[config.mk]
export PLATFORM = sky130hd
export DESIGN_NAME = fault_status_summary_regs
export DESIGN_NICKNAME = d
export VERILOG_FILES = /design/src/core/fault_status_pkg.sv /design/src/core/sticky_flags.sv /design/src/core/fault_status_summary_regs.sv
export SDC_FILE = /design/constraint.sdc
export NUM_CORES = 1
export LEC_CHECK = 0
export ABC_AREA = 1
export BUFFER_PORTS_ARGS = -buffer_cell sky130_fd_sc_hd__buf_2
export CAP_MARGIN = 20
export CORE_UTILIZATION = 37
export CTS_CLUSTER_SIZE = 28
export DETAILED_ROUTE_END_ITERATION = 12
export GPL_TIMING_DRIVEN = 0
export HOLD_SLACK_MARGIN = 0.12
export PLACE_DENSITY = 0.75
export SLEW_MARGIN = 20
export SYNTH_ARGS = -nofsm -noshare
export SYNTH_HDL_FRONTEND = slang
export SYNTH_SLANG_ARGS = --single-unit
[constraint.sdc]
create_clock -name clock -period 0.9 [get_ports clock]
set_input_delay 0.135 -clock clock [delete_from_list [all_inputs] [get_ports clock]]
set_output_delay 0.135 -clock clock [all_outputs]
set_load 0.005 [all_outputs]
[src/core/fault_status_pkg.sv]
// Command codes, bit positions and reset values of the status bank
package fault_status_pkg;

  // Command codes of the two registers
  localparam logic [7:0]  CMD_SUMMARY_WORD     = 8'h79;
  localparam logic [7:0]  CMD_OUTPUT_VOLTAGE_SUMMARY_STATUS      = 8'h7A;

  // Fault summary word fields
  localparam int          SW_OUTPUT_VOLTAGE_SUMMARY_BIT          = 15;
  localparam int          SW_OUTPUT_CURRENT_SUMMARY_BIT          = 14;
  localparam int          SW_INPUT_BIT         = 13;
  localparam int          SW_MAKER_BIT         = 12;
  localparam int          SW_POWER_GOOD_LIVE_BIT         = 11;
  localparam int          SW_OTHER_BIT         = 9;
  localparam int          SB_BUSY_BIT          = 7;
  localparam int          SB_OFF_BIT           = 6;
  localparam int          SB_OUTPUT_VOLTAGE_SUMMARY_OV_BIT       = 5;

  // Write-word bits that request a clear
  localparam int          WR_BUSY_CLR_BIT      = 7;
  localparam int          WR_UNKNOWN_CLR_BIT   = 8;

  // Output voltage status fields
  localparam int          VS_OVF_BIT           = 7;
  localparam int          VS_OVW_BIT           = 6;
  localparam int          VS_UVW_BIT           = 5;
  localparam int          VS_UVF_BIT           = 4;
  localparam int          VS_LIMIT_BIT         = 3;
  localparam int          VS_TON_BIT           = 2;
  localparam int          VS_LATCH_LO          = 2;
  localparam int          VS_LATCH_HI          = 6;
  localparam int          VS_LATCH_W           = 5;

  // Overvoltage sources: fixed, tracking, pre-biased
  localparam int          OVP_SRC_W            = 3;

  // Reset values
  localparam logic [15:0] SUMMARY_WORD_RST     = 16'h0000;
  localparam logic [7:0]  OUTPUT_VOLTAGE_SUMMARY_STATUS_RST      = 8'h00;
  localparam logic [15:0] RD_DATA_RST          = 16'h0000;

  // Summary bits that may raise the alert (live bits 11 and 6 never do)
  localparam logic [15:0] ALERT_CAPABLE        = 16'hF2BF;

endpackage

[src/core/sticky_flags.sv]
// Bank of latched flags: set by events, cleared by write-one or clear-all
`timescale 1ns/1ps
module sticky_flags
#(
  parameter int WIDTH = 8
)
(
  input  wire logic             clock,
  input  wire logic             srst,
  input  wire logic [WIDTH-1:0] set_evt,
  input  wire logic [WIDTH-1:0] clr_bits,
  input  wire logic             clr_all,
  output logic      [WIDTH-1:0] flags_ff
);

  logic [WIDTH-1:0] nxt_flags;

  // Set wins over a clear in the same cycle so no event is lost
  assign nxt_flags = (flags_ff & ~(clr_bits | {WIDTH{clr_all}})) | set_evt;

  // Flags start cleared
  always_ff @(posedge clock)
  begin
    if (srst)
      flags_ff <= '0;
    else
      flags_ff <= nxt_flags;
  end

endmodule

[src/core/fault_status_summary_regs.sv]
// Fault summary word and output voltage status registers with alert summary
`timescale 1ns/1ps
module fault_status_summary_regs
  import fault_status_pkg::*;
(
  input  wire logic        clock,
  input  wire logic        srst,
  // Decoded command port
  input  wire logic        cmd_valid,
  input  wire logic [7:0]  cmd_code,
  input  wire logic        cmd_write,
  input  wire logic        cmd_is_word,
  input  wire logic [15:0] cmd_wdata,
  input  wire logic        clear_faults,
  // Output voltage events, one-cycle pulses or levels
  input  wire logic        ovp_fixed_evt,
  input  wire logic        ovp_tracking_evt,
  input  wire logic        ovp_prebias_evt,
  input  wire logic        out_overvoltage_warn,
  input  wire logic        out_undervoltage_warn,
  input  wire logic        out_undervoltage_fault,
  input  wire logic        out_setpoint_limit_hit,
  input  wire logic        turn_on_timeout,
  input  wire logic        busy_evt,
  // Summaries of the other status registers
  input  wire logic        unit_off_live,
  input  wire logic        output_current_summary_oc_summary,
  input  wire logic        vin_uv_summary,
  input  wire logic        temp_summary,
  input  wire logic        cml_summary,
  input  wire logic        none_above_summary,
  input  wire logic        output_current_summary,
  input  wire logic        input_fault_summary,
  input  wire logic        maker_fault_summary,
  input  wire logic        power_good_live,
  input  wire logic        other_fault_summary,
  // Alert masks, held in the mask registers outside
  input  wire logic [15:0] alert_mask_reg,
  input  wire logic [7:0]  alert_mask_output_voltage_summary,
  input  wire logic [2:0]  alert_mask_ext_reg,
  // Answers
  output logic             rd_valid_ff,
  output logic      [15:0] rd_data_ff,
  output logic             cmd_reject_ff,
  output logic             clear_unknown_cmd_ff,
  output logic      [15:0] summary_word_ff,
  output logic      [7:0]  output_voltage_status_ff,
  output logic             alert_ff
);

  // Command decoding shared by reads and writes
  function automatic logic hits(input logic [7:0] code,
                                input logic       word,
                                input logic [7:0] want,
                                input logic       want_word);
    hits = (code == want) && (word == want_word);
  endfunction

  // Write-one mask of the voltage status; unsupported low bits never clear
  function automatic logic [7:0] w1c_mask(input logic       wr,
                                          input logic [7:0] data);
    w1c_mask = wr ? {data[VS_OVF_BIT:VS_TON_BIT], 2'b00} : 8'h00;
  endfunction

  logic                 hit_word;
  logic                 hit_output_voltage_summary;
  logic                 wr_word;
  logic                 wr_output_voltage_summary;
  logic                 rd_word;
  logic                 rd_output_voltage_summary;
  logic                 bad_cmd;

  // A hit needs the right code and the right size of transaction
  assign hit_word = cmd_valid &&
                    hits(cmd_code, cmd_is_word, CMD_SUMMARY_WORD, 1'b1);
  assign hit_output_voltage_summary = cmd_valid &&
                    hits(cmd_code, cmd_is_word, CMD_OUTPUT_VOLTAGE_SUMMARY_STATUS, 1'b0);
  // Reads and writes split from the same hit
  assign wr_word  = hit_word && cmd_write;
  assign wr_output_voltage_summary  = hit_output_voltage_summary && cmd_write;
  assign rd_word  = hit_word && !cmd_write;
  assign rd_output_voltage_summary  = hit_output_voltage_summary && !cmd_write;
  // Wrong code or wrong transaction size is refused with no effect
  // A refused read returns neither data nor a read strobe
  assign bad_cmd  = cmd_valid && !hit_word && !hit_output_voltage_summary;

  // Write-one clear bits of the voltage status byte; bits 1 and 0 are not
  // stored, so a one written there is dropped rather than passed on
  logic [7:0]           output_voltage_summary_clr;

  assign output_voltage_summary_clr = w1c_mask(wr_output_voltage_summary, cmd_wdata[7:0]);

  // Overvoltage sources latched apart so the extended mask can split them
  logic [OVP_SRC_W-1:0] ovp_src_flags;
  logic [OVP_SRC_W-1:0] ovp_src_set;
  logic [OVP_SRC_W-1:0] ovp_src_clr;

  assign ovp_src_set = {ovp_prebias_evt, ovp_tracking_evt, ovp_fixed_evt};
  // Writing one at bit 7 clears every source together
  assign ovp_src_clr = {OVP_SRC_W{output_voltage_summary_clr[VS_OVF_BIT]}};

  // Clear-faults reaches every source latch; a new event still wins
  sticky_flags
  #(
    .WIDTH    (OVP_SRC_W)
  )
  u_ovp_flags
  (
    .clock    (clock),
    .srst     (srst),
    .set_evt  (ovp_src_set),
    .clr_bits (ovp_src_clr),
    .clr_all  (clear_faults),
    .flags_ff (ovp_src_flags)
  );

  // Remaining latched voltage flags, bits 6 down to 2
  // Each bit has its own set and clear, so one event never hides another
  logic [VS_LATCH_W-1:0] output_voltage_summary_lat_flags;
  logic [VS_LATCH_W-1:0] output_voltage_summary_lat_set;
  logic [VS_LATCH_W-1:0] output_voltage_summary_lat_clr;

  assign output_voltage_summary_lat_set = {out_overvoltage_warn,
                         out_undervoltage_warn,
                         out_undervoltage_fault,
                         out_setpoint_limit_hit,
                         turn_on_timeout};
  // Only the supported positions take a write of one; zeros leave bits alone
  assign output_voltage_summary_lat_clr = output_voltage_summary_clr[VS_LATCH_HI:VS_LATCH_LO];

  // Same latch bank, five bits wide, cleared by the same two paths
  sticky_flags
  #(
    .WIDTH    (VS_LATCH_W)
  )
  u_output_voltage_summary_flags
  (
    .clock    (clock),
    .srst     (srst),
    .set_evt  (output_voltage_summary_lat_set),
    .clr_bits (output_voltage_summary_lat_clr),
    .clr_all  (clear_faults),
    .flags_ff (output_voltage_summary_lat_flags)
  );

  // Busy flag: set by the busy event, cleared by a word write with bit 7.
  // Any word write with bit 7 set clears it, so 0080h and 0180h both do;
  // bit 8 requests the unknown-command clear; the other written bits are read-only and dropped.
  logic                 busy_ff;
  logic                 nxt_busy;
  logic                 busy_clr;
  logic                 busy_hold;

  assign busy_clr  = wr_word && cmd_wdata[WR_BUSY_CLR_BIT];
  // Clear-faults also drops the busy report
  assign busy_hold = busy_ff && !busy_clr && !clear_faults;
  // Set beats clear, so a busy event in the clearing cycle is not lost
  assign nxt_busy  = busy_hold || busy_evt;

  always_ff @(posedge clock)
  begin
    if (srst)
      busy_ff <= 1'b0;
    else
      busy_ff <= nxt_busy;
  end

  // Assembled output voltage status, bits 1 and 0 fixed at zero
  // Bit 7 reads as one flag although three source latches sit behind it
  logic                 ovf_flag;
  logic [7:0]           output_voltage_summary_status;

  assign ovf_flag    = |ovp_src_flags;
  assign output_voltage_summary_status = {ovf_flag, output_voltage_summary_lat_flags, 2'b00};

  // Summary byte follows the detail flags and the live inputs. Only bit 7
  // is stored here; bit 5 is the overvoltage flag seen through its latch,
  // so clearing that flag drops the summary bit in the same edge.
  logic [7:0]           summary_byte;

  assign summary_byte = {busy_ff,
                         unit_off_live,
                         ovf_flag,
                         output_current_summary_oc_summary,
                         vin_uv_summary,
                         temp_summary,
                         cml_summary,
                         none_above_summary};

  // Upper byte: category bits are plain ORs, never stored on their own.
  // The other categories arrive already summarised from their registers;
  // the power-good bit is live and has no latch at all.
  logic                 output_voltage_summary_any;
  logic [15:0]          summary_word;

  assign output_voltage_summary_any     = |output_voltage_summary_status;
  assign summary_word = {output_voltage_summary_any,
                         output_current_summary,
                         input_fault_summary,
                         maker_fault_summary,
                         power_good_live,
                         1'b0,
                         other_fault_summary,
                         1'b0,
                         summary_byte};

  // Overvoltage alert: the per-source mask splits, bit 7 mask covers all
  logic                 ovf_alert;
  logic                 lat_alert;
  logic                 output_voltage_summary_alert;

  // A source counts only if neither its own mask nor the shared one is set
  assign ovf_alert  = |(ovp_src_flags & ~alert_mask_ext_reg) &&
                      !alert_mask_output_voltage_summary[VS_OVF_BIT];
  // Warnings and the other voltage faults each have their own mask bit
  assign lat_alert  = |(output_voltage_summary_lat_flags &
                        ~alert_mask_output_voltage_summary[VS_LATCH_HI:VS_LATCH_LO]);
  assign output_voltage_summary_alert = ovf_alert || lat_alert;

  // Summary bits that alert only through the gated voltage path
  logic [15:0]          gated_bits;

  // Built per bit from the field positions, so the gate follows the fields
  for (genvar g = 0; g < 16; g++)
  begin : g_gated
    assign gated_bits[g] = (g == SW_OUTPUT_VOLTAGE_SUMMARY_BIT) || (g == SB_OUTPUT_VOLTAGE_SUMMARY_OV_BIT);
  end

  // Word-level alert vector; voltage bits use the gated voltage path
  logic [15:0]          alert_vec;
  logic                 alert_word;
  logic                 alert_cat;
  logic                 alert_ovf;
  logic                 alert_raw;

  assign alert_vec  = summary_word & ALERT_CAPABLE & ~alert_mask_reg;
  // Plain category and summary bits go straight through their masks
  assign alert_word = |(alert_vec & ~gated_bits);
  // The voltage category alerts only through flags that are not masked,
  // so a masked source cannot hold the alert up through bit 15
  assign alert_cat  = output_voltage_summary_alert && !alert_mask_reg[SW_OUTPUT_VOLTAGE_SUMMARY_BIT];
  // Summary byte bit 5 alerts only for an unmasked overvoltage source
  assign alert_ovf  = ovf_alert && !alert_mask_reg[SB_OUTPUT_VOLTAGE_SUMMARY_OV_BIT];
  assign alert_raw  = alert_word || alert_cat || alert_ovf;

  // Read data selection, upper byte zero for the byte register
  logic [15:0]          rd_sel;
  logic                 rd_any;
  logic                 unknown_clr;

  assign rd_sel      = rd_word ? summary_word :
                       rd_output_voltage_summary ? {8'h00, output_voltage_summary_status} : RD_DATA_RST;
  assign rd_any      = rd_word || rd_output_voltage_summary;
  // Unknown-command flag lives elsewhere; this pulse asks it to clear
  assign unknown_clr = wr_word && cmd_wdata[WR_UNKNOWN_CLR_BIT];

  // Read answer: strobe and data for one cycle, one edge after the command.
  // Data fall back to zero on other cycles so nothing stale is left shown.
  always_ff @(posedge clock)
  begin
    if (srst)
    begin
      rd_valid_ff <= 1'b0;
      rd_data_ff  <= RD_DATA_RST;
    end
    else
    begin
      rd_valid_ff <= rd_any;
      rd_data_ff  <= rd_sel;
    end
  end

  // Refusal pulse; a refused command touches no flag.
  // Wrong size covers a byte access to 79h and a word access to 7Ah.
  always_ff @(posedge clock)
  begin
    if (srst)
      cmd_reject_ff <= 1'b0;
    else
      cmd_reject_ff <= bad_cmd;
  end

  // Clear request for the unknown-command flag, one cycle wide
  always_ff @(posedge clock)
  begin
    if (srst)
      clear_unknown_cmd_ff <= 1'b0;
    else
      clear_unknown_cmd_ff <= unknown_clr;
  end

  // Word mirror, one clock behind the flags; a read samples the same word
  // at the same edge, so the mirror matches the read answer
  always_ff @(posedge clock)
  begin
    if (srst)
      summary_word_ff <= SUMMARY_WORD_RST;
    else
      summary_word_ff <= summary_word;
  end

  // Voltage status mirror
  always_ff @(posedge clock)
  begin
    if (srst)
      output_voltage_status_ff <= OUTPUT_VOLTAGE_SUMMARY_STATUS_RST;
    else
      output_voltage_status_ff <= output_voltage_summary_status;
  end

  // Alert level; a mask change acts one clock later, like a flag change,
  // since the masks live outside and are not registered again here
  always_ff @(posedge clock)
  begin
    if (srst)
      alert_ff <= 1'b0;
    else
      alert_ff <= alert_raw;
  end

endmodule

==> impl_metrics.ini <==
[sta]
rsz0062_at_grt = yes
worst_slack_ns = -0.0626
whs_ns = 0.145
post-route-period-util_pct = 107
setup_viol = 3
skew_ns = 0.0114
finalCriticalPeriod_ns = 0.963
fmax_mhz = 1040
hold_violations = 0
tns_ns = -0.156
slew_viol_final = 0

[floorplan]
core_um2 = 4720
dieArea_um2 = 5220
io_pins = 121
num_rows = 25
die_w_um = 72.2
die_y_um = 72.2
initial_core_util_pct = 38.6

[run_status]
violations = setup timing
status = finished, violations left

[yosys]
syn_area_um2 = 1830
yosysWarningCount = 0
synthAdderAreaFrac_pct = 0
synthTopCellsByArea = dfxtp_1 (50%), inv_1 (9.0%), nor2_1 (4.7%)
yosys.area.top_type = dfxtp_1
synth_top_area_share_pct = 50.4
synth_top_family_by_area = simple AND/OR/NAND/NOR gates
synth-xor-area-share_pct = 0
synth-simple-area-share_pct = 25.0
synth_cell_types = 31
avgSynthCellArea_um2 = 8.34
synth_compound_area_share_pct = 9.25
synth_cells = 219
ys_seq_area_share_pct = 50.4
synthMuxAreaShare_pct = 0
ys_ff_latch = 46

[clock_network]
cts.clk_slew.worst_paths_ns = 0.09
cts.sinks = 46
htree_levels = 2
cts_buffer_depth = 2
cts_tree = yes
cts_buffers = 5
cts-root-buf = clkbuf_8
clock_latency_ns = 0.30

[critical_path]
critPathMaxStageDelay_ns = 0.43
r2r.worst_path.cells = 6
ff2ff_setup_slack_ns = -0.06
critPathKind = reg2reg
critPathCapture = alert_ff
slowest_stage = dfxtp_1
cpMostUsedCell = inv_1
r2r-end = alert_ff
worstPathCellList = inv_1 > o22ai_1 > o21bai_1 > nand3_1 > nand2_1 > inv_1
arrival_ns = 1.22
worstPathRequired_ns = 1.15
critPathCaptureType = flip-flop
r2r-start = u_output_voltage_summary_flags.flags_ff[4]
crit_path_start = u_output_voltage_summary_flags.flags_ff[4]
cp_max_fo = 3
startpoint_type = flip-flop

[power_and_ir_drop]
sw_frac_of_total_pct = 25.9
finalPower_mw = 4.03
p_leak_nw = 1.53
p_per_area_nw_per_um2 = 1400
clock_power_share_pct = 31.5
seqPwrFrac_pct = 53.5
p_int_mw = 2.98
p_comb_share_pct = 14.9
ir_drop_v = 0.000589
switchingPower_mw = 1.04

[final_layout]
layout_common_cells = buf_2 (94), inv_1 (39), dfxtp_1 (36), dlygate4sd3_1 (21), nor2_1 (20)
num_antenna_cells = 0
final_common_cell = buf_2
fin_cells = 420
stdcell_area_um2 = 2870
multiInputGateArea_um2 = 722
drive_gt1_share_pct = 47.9
fin_util_pct = 60.8
fillCellCount = 422
syn_to_final_growth_pct = 57.4
seqCellArea_um2 = 933
num-nets-final = 429

[route]
dr.pass1.iters = 4
wl_per_cell_um = 11.4
drt-total-wl_mm = 4.79
vias = 1816
routed_via_density = 4.32
antenna_left = 0
post-route-drc-count = 0
first_iter_violations = 101

[place]
place_hpwl_mm = 3.46
place_ws_ns = -0.304
place_congestion = 0.807
io_buffers = 97
dpl_cell_area_um2 = 2470
dp_cells = 388

[global_routing]
grt_usage_pct = 18.9
grt_pass1_wl_mm = 7.50
overflow = 0
grt_pass1_vias = 1760
grt_max_degree = 17
antenna_found_initial = 0

[min_path]
whs_path_depth = 3
holdCritPathClass = in2reg

[flow_run]
maxCapViolations = 0
[cells by family (layout without fill, tap and decap cells)]
family                 Yosys count  after routing
and+or+nand+nor                 84             84
buffers and inverters           61            190
DFF                             46             46
other                            1              6
AOI/OAI and AO/OA               27             27
[worst min-delay path by stage]
stage	to	slack [ns]	start
2_1_floorplan	summary_word_ff[6]	0.25	unit_off_live
3_3_place_gp	summary_word_ff[6]	0.35	unit_off_live
3_5_place_dp	summary_word_ff[6]	0.35	unit_off_live
4_1_cts	cmd_reject_ff	0.14	cmd_valid
5_1_grt	cmd_reject_ff	0.13	cmd_valid
6_report	cmd_reject_ff	0.15	cmd_valid
[cells in the mapped netlist]
master / instances
dfxtp_1: 46
inv_1: 44
nor2_1: 23
nand2_1: 20
nand3_1: 13
a21oi_1: 11
nand4_1: 8
buf_4: 7
buf_2: 4
nor3_2: 4
o21ai_2: 4
or2_2: 4
nor3_1: 3
o21ai_0: 3
o22ai_1: 3
buf_6: 2
inv_2: 2
nand2_2: 2
nor2_8: 2
o21ai_1: 2
o21bai_1: 2
clkbuf_1: 1
clkinv_1: 1
conb_1: 1
nand2_4: 1
nand4_2: 1
nor2_2: 1
nor2_4: 1
nor4_1: 1
o211ai_1: 1
o22ai_2: 1
[power groups by stage]
stage / logic (mW) / registers [mW] / clock network [mW]
after floorplan: 0.251 / 2.19 / 0
after global placement: 0.487 / 2.19 / 0
after detailed placement: 0.497 / 2.19 / 0
after CTS: 0.575 / 2.15 / 1.30
after global routing: 0.671 / 2.16 / 1.37
final: 0.602 / 2.15 / 1.27
[state kept, by name, summed over array words and instances (netlist names)]
name / cells
alert_ff: 1
busy_ff: 1
clear_unknown_cmd_ff: 1
cmd_reject_ff: 1
output_voltage_status_ff: 5
rd_data_ff: 14
rd_valid_ff: 1
summary_word_ff: 14
u_output_voltage_summary_flags.flags_ff: 5
u_ovp_flags.flags_ff: 3
[metal layers]
| layer | up-vias | GRT usage, % | wire, um |
|---|---|---|---|
| li1 | 932 | - | - |
| met1 | 806 | 21.7 | 1960 |
| met2 | 68 | 33.3 | 2470 |
| met3 | 10 | 4.31 | 280 |
| met4 | 0 | 8.50 | 78 |
| met5 | - | 0 | 0 |
[worst max-delay path: cells and delay by family (launching register included)]
kind	cells	cell delay (ns)
buffers and inverters	2	0.13
flip-flops	1	0.43
AND/OR/NAND/NOR	2	0.13
AO/OA/AOI/OAI	2	0.25
[repair_timing]
action / in CTS / in global routing
pin swaps: 4 / 3
gates resized for setup: 11 / 15
endpoints found under the hold margin: 32 / 0
gates cloned: 0 / 0
hold buffers: 21 / 0
buffers inserted: 0 / 4
setup endpoints to repair: 4 / 13
[final cells by class]
| type | instances | area share, % |
|---|---|---|
| sequential | 46 | 32.5 |
| timing repair buffer | 122 | 26.4 |
| buffer | 13 | 3.27 |
| clock inverter | 3 | 0.827 |
| multi-input combinational | 117 | 25.1 |
| inverter | 47 | 6.57 |
| clock buffer | 5 | 2.39 |
| tap | 67 | 2.92 |
Note: power is estimated with default switching activity, not from simulation.
